==> src/inc/tx_mod_pkg.sv <==
// Purpose: constants, register layouts and carriers of the transmit modulation block
// Assumes: apb with 32-bit data, one aligned word per register, 250 mhz sys_clk
// Notes: register byte address is four times the register index
// Notes on behaviour
// - per-byte framing set: every data byte goes out in its own framed unit.
// - per-byte framing: after a byte, wait for an internal trigger before the next.
// - per-byte framing clear: one start sends all bytes, framed once.
// - modified miller enable applies modified miller pulse coding to the data.
// - pulse position select: none, first quarter, third quarter, last quarter of the bit.
// - envelope invert set inverts the envelope before it leaves the block.
// - envelope select 0h-3h: direct, manchester, manchester with subcarrier, bpsk.
// - envelope select 4h: half-bit pulse at mid-bit; 5h: half-bit pulse at start.
// - envelope applies to the pseudo bit stream; codes 6h and 7h are reserved.
// - upper symbol subcarrier picks 424 or 848 khz for symbols two and three.
// - upper symbol bit rate code 2h-7h picks 26 to 848 khz; 0h,1h reserved.
// - lower symbol subcarrier picks 424 or 848 khz for symbols zero and one.
// - lower symbol bit rate uses the same code table; two lowest codes reserved.
// - pattern zero is a 16-bit value built from a high and a low byte.
package tx_mod_pkg;
  localparam int unsigned CLK_KHZ = 250000;
  localparam int unsigned ADDR_W = 12;
  localparam int unsigned CNT_W = 16;
  localparam int unsigned PAT_BITS = 16;
  localparam int unsigned BYTE_BITS = 8;
  localparam int unsigned BUF_DEPTH = 2;
  localparam logic [7:0] IDX_MOD_CTRL = 8'h4b;
  localparam logic [7:0] IDX_SYM_FREQ = 8'h4c;
  localparam logic [7:0] IDX_PAT_HI = 8'h4d;
  localparam logic [7:0] IDX_PAT_LO = 8'h4e;
  localparam logic [7:0] IDX_CMD = 8'h60;
  localparam logic [7:0] IDX_STATUS = 8'h61;
  localparam int unsigned CMD_START_BIT = 0;
  localparam int unsigned STAT_BUSY_BIT = 0;
  localparam int unsigned STAT_FILL_LSB = 1;
  localparam logic [2:0] RATE_CODE_26 = 3'h2;
  localparam logic [2:0] RATE_CODE_53 = 3'h3;
  localparam logic [2:0] RATE_CODE_106 = 3'h4;
  localparam logic [2:0] RATE_CODE_212 = 3'h5;
  localparam logic [2:0] RATE_CODE_424 = 3'h6;
  localparam logic [2:0] RATE_CODE_848 = 3'h7;
  localparam int unsigned RATE_KHZ_26 = 26;
  localparam int unsigned RATE_KHZ_53 = 53;
  localparam int unsigned RATE_KHZ_106 = 106;
  localparam int unsigned RATE_KHZ_212 = 212;
  localparam int unsigned RATE_KHZ_424 = 424;
  localparam int unsigned RATE_KHZ_848 = 848;
  localparam int unsigned SC_KHZ_LOW = 424;
  localparam int unsigned SC_KHZ_HIGH = 848;

  typedef enum logic [1:0] {PULSE_NONE, PULSE_START, PULSE_HALF, PULSE_QUARTER3} pulse_sel_t;
  typedef enum logic [2:0] {ENV_DIRECT, ENV_MANCH, ENV_MANCH_SC, ENV_BPSK, ENV_RZ_MID, ENV_RZ_START,
                            ENV_RSV6, ENV_RSV7} env_sel_t;

  typedef struct packed {
    logic per_byte_framing;
    logic modified_miller_enable;
    pulse_sel_t pulse_position_select;
    logic envelope_invert;
    env_sel_t envelope_select;
  } mod_ctrl_t;

  typedef struct packed {
    logic upper_symbol_subcarrier;
    logic [2:0] upper_symbol_bit_rate;
    logic lower_symbol_subcarrier;
    logic [2:0] lower_symbol_bit_rate;
  } sym_freq_t;

  localparam mod_ctrl_t MOD_CTRL_RST = '0;
  localparam sym_freq_t SYM_FREQ_RST = '0;
  localparam logic [PAT_BITS-1:0] PAT_RST = '0;

  typedef struct packed {
    logic [BYTE_BITS-1:0] data;
    logic last;
  } tx_byte_t;

  typedef struct packed {
    logic psel;
    logic penable;
    logic pwrite;
    logic [ADDR_W-1:0] paddr;
    logic [31:0] pwdata;
  } apb_req_t;

  typedef struct packed {
    logic [31:0] prdata;
    logic pready;
    logic pslverr;
  } apb_rsp_t;

  // reserved codes fall back to 106 khz so a bad setting still gives a sane bit period
  function automatic int unsigned rate_khz(input logic [2:0] code);
    case (code)
      RATE_CODE_26: return RATE_KHZ_26;
      RATE_CODE_53: return RATE_KHZ_53;
      RATE_CODE_212: return RATE_KHZ_212;
      RATE_CODE_424: return RATE_KHZ_424;
      RATE_CODE_848: return RATE_KHZ_848;
      default: return RATE_KHZ_106;
    endcase
  endfunction : rate_khz

  function automatic logic [ADDR_W-1:0] byte_addr(input logic [7:0] idx);
    return ADDR_W'({idx, 2'b00});
  endfunction : byte_addr
endpackage : tx_mod_pkg

==> src/hdl/tx_data_modulation_config.sv <==
// Purpose: apb-configured transmit encoder producing the modulated data envelope
// Assumes: inputs synchronous to sys_clk, ce freezes all state
// Notes: sof is pattern zero at the lower symbol rate, eof one zero bit at the upper rate
`timescale 1ns/10ps
`default_nettype none
module tx_data_modulation_config #(
  parameter int unsigned clk_khz = tx_mod_pkg::CLK_KHZ
) (
  input wire logic sys_clk,
  input wire logic srst,
  input wire logic ce,
  input wire tx_mod_pkg::apb_req_t apb_req,
  output var tx_mod_pkg::apb_rsp_t apb_rsp,
  input wire tx_mod_pkg::tx_byte_t in_byte,
  input wire logic in_valid,
  output var logic in_ready,
  output var logic tx_envelope,
  output var logic tx_active
);
  import tx_mod_pkg::*;

  typedef enum logic [2:0] {ST_IDLE, ST_SOF, ST_LOAD, ST_DATA, ST_EOF, ST_TRIG} fsm_t;
  typedef enum logic [2:0] {SEL_NONE, SEL_MOD, SEL_FREQ, SEL_PHI, SEL_PLO, SEL_CMD, SEL_STAT} sel_t;

  typedef struct packed {
    fsm_t fsm;
    mod_ctrl_t mod_cfg;
    sym_freq_t freq_cfg;
    logic [PAT_BITS-1:0] pat_cfg;
    mod_ctrl_t mod_snap;
    sym_freq_t freq_snap;
    logic [PAT_BITS-1:0] pat_snap;
    tx_byte_t [BUF_DEPTH-1:0] buf_q;
    logic [1:0] buf_cnt;
    logic [PAT_BITS-1:0] shift;
    logic [4:0] bits_left;
    logic last_byte;
    logic prev_bit;
    logic [CNT_W-1:0] phase;
    logic [CNT_W-1:0] sc_cnt;
    logic sc_level;
    logic [31:0] prdata;
    logic pready;
    logic pslverr;
    logic env_out;
    logic active;
    logic in_ready;
  } st_t;

  st_t s_r;
  st_t s_nxt;

  function automatic sel_t reg_sel(input logic [ADDR_W-1:0] addr);
    if (addr == byte_addr(IDX_MOD_CTRL))
      return SEL_MOD;
    else if (addr == byte_addr(IDX_SYM_FREQ))
      return SEL_FREQ;
    else if (addr == byte_addr(IDX_PAT_HI))
      return SEL_PHI;
    else if (addr == byte_addr(IDX_PAT_LO))
      return SEL_PLO;
    else if (addr == byte_addr(IDX_CMD))
      return SEL_CMD;
    else if (addr == byte_addr(IDX_STATUS))
      return SEL_STAT;
    else
      return SEL_NONE;
  endfunction : reg_sel

  function automatic logic [CNT_W-1:0] bit_cycles(input logic [2:0] code);
    return CNT_W'(clk_khz / rate_khz(code));
  endfunction : bit_cycles

  function automatic logic [CNT_W-1:0] sc_half_cycles(input logic sc_high);
    return CNT_W'(clk_khz / (2 * (sc_high ? SC_KHZ_HIGH : SC_KHZ_LOW)));
  endfunction : sc_half_cycles

  always_comb
  begin
    sel_t sel;
    logic access;
    logic done;
    logic start;
    logic push;
    logic pop;
    logic upper;
    logic [CNT_W-1:0] bc;
    logic [CNT_W-1:0] half;
    logic [CNT_W-1:0] quarter;
    logic [CNT_W-1:0] sc_half;
    logic win_start;
    logic win_mid;
    logic win_q3;
    logic in_first_half;
    logic cur_bit;
    logic bit_end;
    logic shaped;
    logic pulsed;
    logic base;
    logic sending;
    logic [1:0] cnt_after_pop;
    sel = reg_sel(apb_req.paddr);
    access = apb_req.psel & apb_req.penable;
    done = access & s_r.pready;
    start = 1'b0;
    pop = 1'b0;
    push = 1'b0;
    upper = 1'b0;
    bc = '0;
    half = '0;
    quarter = '0;
    sc_half = '0;
    win_start = 1'b0;
    win_mid = 1'b0;
    win_q3 = 1'b0;
    in_first_half = 1'b0;
    cur_bit = 1'b0;
    bit_end = 1'b0;
    shaped = 1'b0;
    pulsed = 1'b0;
    base = 1'b0;
    sending = 1'b0;
    cnt_after_pop = '0;
    s_nxt = s_r;

    // bus answers one cycle into the access phase; writes land on the completing edge
    s_nxt.pready = access & ~s_r.pready;
    // answer fields drop with pready so a stale error never outlives its cycle
    s_nxt.pslverr = 1'b0;
    s_nxt.prdata = '0;
    if (access & ~s_r.pready)
    begin
      s_nxt.pslverr = (sel == SEL_NONE);
      if (!apb_req.pwrite)
      begin
        if (sel == SEL_MOD)
          s_nxt.prdata[7:0] = s_r.mod_cfg;
        else if (sel == SEL_FREQ)
          s_nxt.prdata[7:0] = s_r.freq_cfg;
        else if (sel == SEL_PHI)
          s_nxt.prdata[7:0] = s_r.pat_cfg[PAT_BITS-1:BYTE_BITS];
        else if (sel == SEL_PLO)
          s_nxt.prdata[7:0] = s_r.pat_cfg[BYTE_BITS-1:0];
        else if (sel == SEL_STAT)
        begin
          s_nxt.prdata[STAT_BUSY_BIT] = (s_r.fsm != ST_IDLE);
          s_nxt.prdata[STAT_FILL_LSB +: 2] = s_r.buf_cnt;
        end
      end
    end
    if (done & apb_req.pwrite)
    begin
      if (sel == SEL_MOD)
        s_nxt.mod_cfg = mod_ctrl_t'(apb_req.pwdata[7:0]);
      else if (sel == SEL_FREQ)
        s_nxt.freq_cfg = sym_freq_t'(apb_req.pwdata[7:0]);
      else if (sel == SEL_PHI)
        s_nxt.pat_cfg[PAT_BITS-1:BYTE_BITS] = apb_req.pwdata[7:0];
      else if (sel == SEL_PLO)
        s_nxt.pat_cfg[BYTE_BITS-1:0] = apb_req.pwdata[7:0];
      else if (sel == SEL_CMD)
        start = apb_req.pwdata[CMD_START_BIT];
    end

    // timing of the current segment: eof runs on the upper symbol settings
    upper = (s_r.fsm == ST_EOF);
    bc = upper ? bit_cycles(s_r.freq_snap.upper_symbol_bit_rate)
               : bit_cycles(s_r.freq_snap.lower_symbol_bit_rate);
    sc_half = upper ? sc_half_cycles(s_r.freq_snap.upper_symbol_subcarrier)
                    : sc_half_cycles(s_r.freq_snap.lower_symbol_subcarrier);
    half = bc >> 1;
    quarter = bc >> 2;
    in_first_half = (s_r.phase < half);
    win_start = (s_r.phase < quarter);
    win_mid = (s_r.phase >= half) && (s_r.phase < half + quarter);
    win_q3 = (s_r.phase >= half + quarter);
    cur_bit = s_r.shift[0];
    sending = (s_r.fsm == ST_SOF) || (s_r.fsm == ST_DATA) || (s_r.fsm == ST_EOF);
    bit_end = sending && (s_r.phase == bc - CNT_W'(1));

    // subcarrier runs only while a frame is on air
    if (sending && (s_r.sc_cnt >= sc_half - CNT_W'(1)))
    begin
      s_nxt.sc_cnt = '0;
      s_nxt.sc_level = ~s_r.sc_level;
    end
    else if (sending)
      s_nxt.sc_cnt = s_r.sc_cnt + CNT_W'(1);
    else
    begin
      s_nxt.sc_cnt = '0;
      s_nxt.sc_level = 1'b0;
    end

    // envelope shaping of the pseudo bit stream
    case (s_r.mod_snap.envelope_select)
      ENV_DIRECT: shaped = cur_bit;
      ENV_MANCH: shaped = in_first_half ? cur_bit : ~cur_bit;
      ENV_MANCH_SC: shaped = (in_first_half ? cur_bit : ~cur_bit) & s_r.sc_level;
      ENV_BPSK: shaped = s_r.sc_level ^ ~cur_bit;
      ENV_RZ_MID: shaped = cur_bit & ~in_first_half;
      ENV_RZ_START: shaped = cur_bit & in_first_half;
      default: shaped = cur_bit;
    endcase

    // pulse modulation overrides the envelope shape when selected
    case (s_r.mod_snap.pulse_position_select)
      PULSE_START: pulsed = cur_bit & win_start;
      PULSE_HALF: pulsed = cur_bit & win_mid;
      PULSE_QUARTER3: pulsed = cur_bit & win_q3;
      default: pulsed = 1'b0;
    endcase
    if (s_r.mod_snap.modified_miller_enable)
      pulsed = cur_bit ? win_mid : (~s_r.prev_bit & win_start);
    if (s_r.mod_snap.modified_miller_enable || (s_r.mod_snap.pulse_position_select != PULSE_NONE))
      base = pulsed;
    else
      base = shaped;
    s_nxt.env_out = (sending & base) ^ s_r.mod_snap.envelope_invert;
    s_nxt.active = (s_r.fsm != ST_IDLE);

    // bit engine
    if (sending)
    begin
      s_nxt.phase = bit_end ? '0 : s_r.phase + CNT_W'(1);
      if (bit_end)
      begin
        s_nxt.shift = s_r.shift >> 1;
        s_nxt.prev_bit = cur_bit;
        s_nxt.bits_left = s_r.bits_left - 5'd1;
      end
    end

    case (s_r.fsm)
      ST_IDLE:
      begin
        if (start)
        begin
          s_nxt.mod_snap = s_r.mod_cfg;
          s_nxt.freq_snap = s_r.freq_cfg;
          s_nxt.pat_snap = s_r.pat_cfg;
          s_nxt.shift = s_r.pat_cfg;
          s_nxt.bits_left = 5'(PAT_BITS);
          s_nxt.phase = '0;
          s_nxt.prev_bit = 1'b0;
          s_nxt.fsm = ST_SOF;
        end
      end
      ST_SOF:
      begin
        if (bit_end && (s_r.bits_left == 5'd1))
          s_nxt.fsm = ST_LOAD;
      end
      ST_LOAD:
      begin
        // waits with the field idle until a byte is buffered
        if (s_r.buf_cnt != 2'd0)
        begin
          pop = 1'b1;
          s_nxt.shift = PAT_BITS'(s_r.buf_q[0].data);
          s_nxt.last_byte = s_r.buf_q[0].last;
          s_nxt.bits_left = 5'(BYTE_BITS);
          s_nxt.phase = '0;
          s_nxt.fsm = ST_DATA;
        end
      end
      ST_DATA:
      begin
        if (bit_end && (s_r.bits_left == 5'd1))
        begin
          if (s_r.mod_snap.per_byte_framing || s_r.last_byte)
          begin
            s_nxt.shift = '0;
            s_nxt.bits_left = 5'd1;
            s_nxt.fsm = ST_EOF;
          end
          else
            s_nxt.fsm = ST_LOAD;
        end
      end
      ST_EOF:
      begin
        if (bit_end)
        begin
          if (s_r.mod_snap.per_byte_framing && !s_r.last_byte)
            s_nxt.fsm = ST_TRIG;
          else
            s_nxt.fsm = ST_IDLE;
        end
      end
      ST_TRIG:
      begin
        // internal restart trigger: next byte gets its own sof
        s_nxt.shift = s_r.pat_snap;
        s_nxt.bits_left = 5'(PAT_BITS);
        s_nxt.phase = '0;
        s_nxt.fsm = ST_SOF;
      end
      default: s_nxt.fsm = ST_IDLE;
    endcase

    // two-entry buffer: head at index 0
    push = in_valid & s_r.in_ready;
    cnt_after_pop = s_r.buf_cnt - {1'b0, pop};
    if (pop)
      s_nxt.buf_q[0] = s_r.buf_q[1];
    if (push)
      s_nxt.buf_q[cnt_after_pop[0]] = in_byte;
    s_nxt.buf_cnt = cnt_after_pop + {1'b0, push};
    s_nxt.in_ready = (s_nxt.buf_cnt < 2'(BUF_DEPTH));
  end

  always_ff @(posedge sys_clk)
  begin
    if (srst)
    begin
      s_r <= '0;
      s_r.mod_cfg <= MOD_CTRL_RST;
      s_r.freq_cfg <= SYM_FREQ_RST;
      s_r.pat_cfg <= PAT_RST;
    end
    else if (ce)
      s_r <= s_nxt;
  end

  assign apb_rsp = '{prdata: s_r.prdata, pready: s_r.pready, pslverr: s_r.pslverr};
  assign in_ready = s_r.in_ready;
  assign tx_envelope = s_r.env_out;
  assign tx_active = s_r.active;
endmodule : tx_data_modulation_config
`default_nettype wire

==> config.mk <==
export PLATFORM = sky130hd
export DESIGN_NAME = tx_data_modulation_config
export DESIGN_NICKNAME = d
export VERILOG_FILES = /design/src/inc/tx_mod_pkg.sv /design/src/hdl/tx_data_modulation_config.sv
export SDC_FILE = /design/constraint.sdc
export NUM_CORES = 1
export LEC_CHECK = 0
export BUFFER_PORTS_ARGS = -buffer_cell sky130_fd_sc_hd__clkbuf_2
export CORE_MARGIN = 3
export CORE_UTILIZATION = 35
export CTS_BUF_LIST = sky130_fd_sc_hd__clkbuf_8
export DETAILED_ROUTE_END_ITERATION = 6
export HOLD_SLACK_MARGIN = 0.06
export PLACE_DENSITY = 0.49
export SLEW_MARGIN = 0
export SYNTH_ARGS = -nofsm -noshare
export SYNTH_HDL_FRONTEND = slang
export SYNTH_SLANG_ARGS = --single-unit
==> constraint.sdc <==
create_clock -name sys_clk -period 71.4 [get_ports sys_clk]
set_clock_uncertainty 0.05 [all_clocks]
set_input_delay 3.57 -clock sys_clk [delete_from_list [all_inputs] [get_ports sys_clk]]
set_output_delay 3.57 -clock sys_clk [all_outputs]
set_load 0.01 [all_outputs]
==> results.py <==
metrics = {
    "timing": {
        "clock.fmax_mhz": 14.9,
        "fin_crit_sh": 0.943,
        "final.min_clock_period_ps": 67320,
        "worst_pin_slew_ps": 1190,
        "whs_ps": 407,
        "setup_viol": 0,
        "setup_tns_ps": 0,
        "fin_ws_ps": 4080,
        "worst_slew_margin_rel": 0.203,
        "drv_slew": 0,
        "hold_violations": 0,
    },
    "logic_synthesis": {
        "syn_area_um2": 33300,
        "synth_top_area_frac": 0.124,
        "avgSynthCellArea_um2": 7.10,
        "muxShareOfSynthArea": 0.0421,
        "synthXorXnorAreaFrac": 0.0845,
        "netlist_instances": 4684,
        "synth_adder_area_share": 0.126,
        "synth_most_common_cell": "nand2_1",
        "synthTopCellsByArea": "ha_1, dfxtp_1, a21oi_1, nand2_1, xnor2_1",
        "synth_ff_type": "dfxtp_1",
        "synthSimpleGateAreaFrac": 0.275,
        "yosysWarningCount": 0,
        "synth_edf_count": 0,
        "yosysUniqueCellTypes": 162,
        "async_flop_share": 0,
        "synth_seq_area_share": 0.0939,
        "synthTopCellsByCount": "nand2_1, nor2_1, a21oi_1",
        "synth_compound_area_frac": 0.326,
        "synth_seq_cells": 156,
        "synth_top_cell_by_area": "ha_1",
        "synth_top_family_by_area": "compound AO/OA/AOI/OAI gates",
    },
    "place": {
        "place_hpwl_um": 86100,
        "routabilityCongestion": 0.881,
        "pre_cts_ws_ps": -996,
        "io_buffer_count": 48,
    },
    "drt": {
        "ant_nets": 0,
        "drc": 0,
        "wl_per_cell_um": 18.1,
        "firstDrtPassIters": 6,
        "num_vias": 35599,
        "vias_per_cell": 5.74,
        "drt_iter0_drc": 2224,
        "finalWirelength_um": 112000,
    },
    "global_route": {
        "grt_pass1_wl_um": 178000,
        "grt_pass1_vias": 32763,
        "grt_overflow_total": 0,
        "antenna_found_initial": 0,
        "grt_max_degree": 67,
        "grtUsageTotal": 0.216,
    },
    "die": {
        "rows": 112,
        "ios": 97,
        "coreArea_um2": 93700,
        "initial_core_util": 0.355,
        "die_w_um": 314,
        "dieArea_um2": 98800,
        "die_h_um": 314,
    },
    "clock_network": {
        "path_clk_slew_ps": 100,
        "insertion_delay_ps": 480,
        "clkSinkCount": 156,
        "htree_levels": 4,
        "ctsRootBufferMaster": "clkbuf_8",
        "cts_tree": "yes",
        "cts_buffer_depth": 2,
        "cts_inserted_buffers": 17,
    },
    "critical_path": {
        "path_buf_inv": 22,
        "startpoint_type": "flip-flop",
        "cp_top_family": "compound AO/OA/AOI/OAI gates",
        "path_max_fanout": 21,
        "cp.arrival_ps": 67680,
        "path_class": "reg2reg",
        "cp.required_ps": 71750,
        "end_kind": "flip-flop",
        "cpPeakStageDelay_ps": 550,
        "cp_slowest_cell": "or4_4",
        "crit_top_cell": "a21oi_2",
    },
    "finish": {
        "final_util": 0.417,
        "fillCellCount": 9831,
        "area_delta_synth_final_pct": 17.5,
        "nets": 5325,
        "layout-drive-gt1-share": 0.189,
        "diodes": 0,
    },
    "status": {
        "outcome": "complete, no violations",
    },
    "hold_path": {
        "hold_class": "reg2reg",
    },
    "job": {
        "cap_violations": 0,
    },
}
## stage by stage
step / area, um2 / instances
after floorplan: 33900 / 4712
after global placement: 36400 / 6060
after detailed placement: 36400 / 6060
after CTS: 37000 / 6100
after global routing: 39100 / 6201
final: 39100 / 6201
## layout make-up
class                           count  area [um2]  area share
Clock buffer                       18         248     0.00634
Clock inverter                     14         153     0.00390
Inverter                          163         647      0.0165
Multi-Input combinational cell   4195       30300       0.776
Sequential cell                   156        3130      0.0800
Tap cell                         1254        1570      0.0401
Timing Repair Buffer              401        3030      0.0775
## logic make-up after synthesis
group,after synthesis
AO/OA/AOI/OAI,1584
adder cells (fa/ha/maj),334
flip-flops,156
AND/OR/NAND/NOR,1798
XOR/XNOR,316
other,2
buffers and inverters,361
multiplexers,133
## tightest hold or removal path: cells and delay by family, from the launching register on
family	cells	cell delay (ps)
compound gates	1	50
flops	1	320
simple gates	1	50
## layer usage
| layer | wire, um | track usage | up-vias | part of all wire |
|---|---|---|---|---|
| met4 | 1160 | 0.0281 | 0 | 0.010 |
| met5 | 0 | 0 | - | 0 |
| li1 | - | - | 18030 | - |
| met2 | 50500 | 0.354 | 665 | 0.45 |
| met1 | 57400 | 0.319 | 16829 | 0.51 |
| met3 | 3380 | 0.0105 | 75 | 0.030 |
## cell usage in the layout (no fill, tap or decap), types with 53 or more instances in the layout
cell type and instances:
a211oi_1 63, a21o_1 117, a21oi_1 377, a21oi_2 54, a31oi_1 53, buf_4 337
dfxtp_1 152, ha_1 293, inv_1 143, mux2i_1 76, nand2_1 452, nand2b_1 92
nand3_1 118, nand4_1 57, nor2_1 438, nor3_1 120, o21a_1 101, o21ai_0 184
o21ai_1 60, or3_1 56, xnor2_1 201, xor2_1 110
## flip-flops by register name, indices dropped and copies added (netlist names)
name	count
apb_rsp	10
in_ready	1
s_r	143
tx_active	1
tx_envelope	1
## path summary, 6_finish.rpt
kind	start	to	slack, ps	cells past startpoint
min reg2reg	s_r[112]	s_r[112]	410	2
min	s_r[112]	s_r[112]	410	2
max	s_r[177]	s_r[70]	4080	386
max reg2reg	s_r[177]	s_r[70]	4080	386
## timing repair
| item | in CTS | in global routing |
|---|---|---|
| endpoints found under the setup margin | 41 | 42 |
| gates cloned | 0 | 2 |
| setup buffers | 8 | 99 |
| resized for setup | 19 | 293 |
| pin swaps | 6 | 180 |
| hold buffers | 0 | 0 |
Power is not shown: default switching activity piles up to over one toggle a cycle in this logic, so the estimate is an artifact.
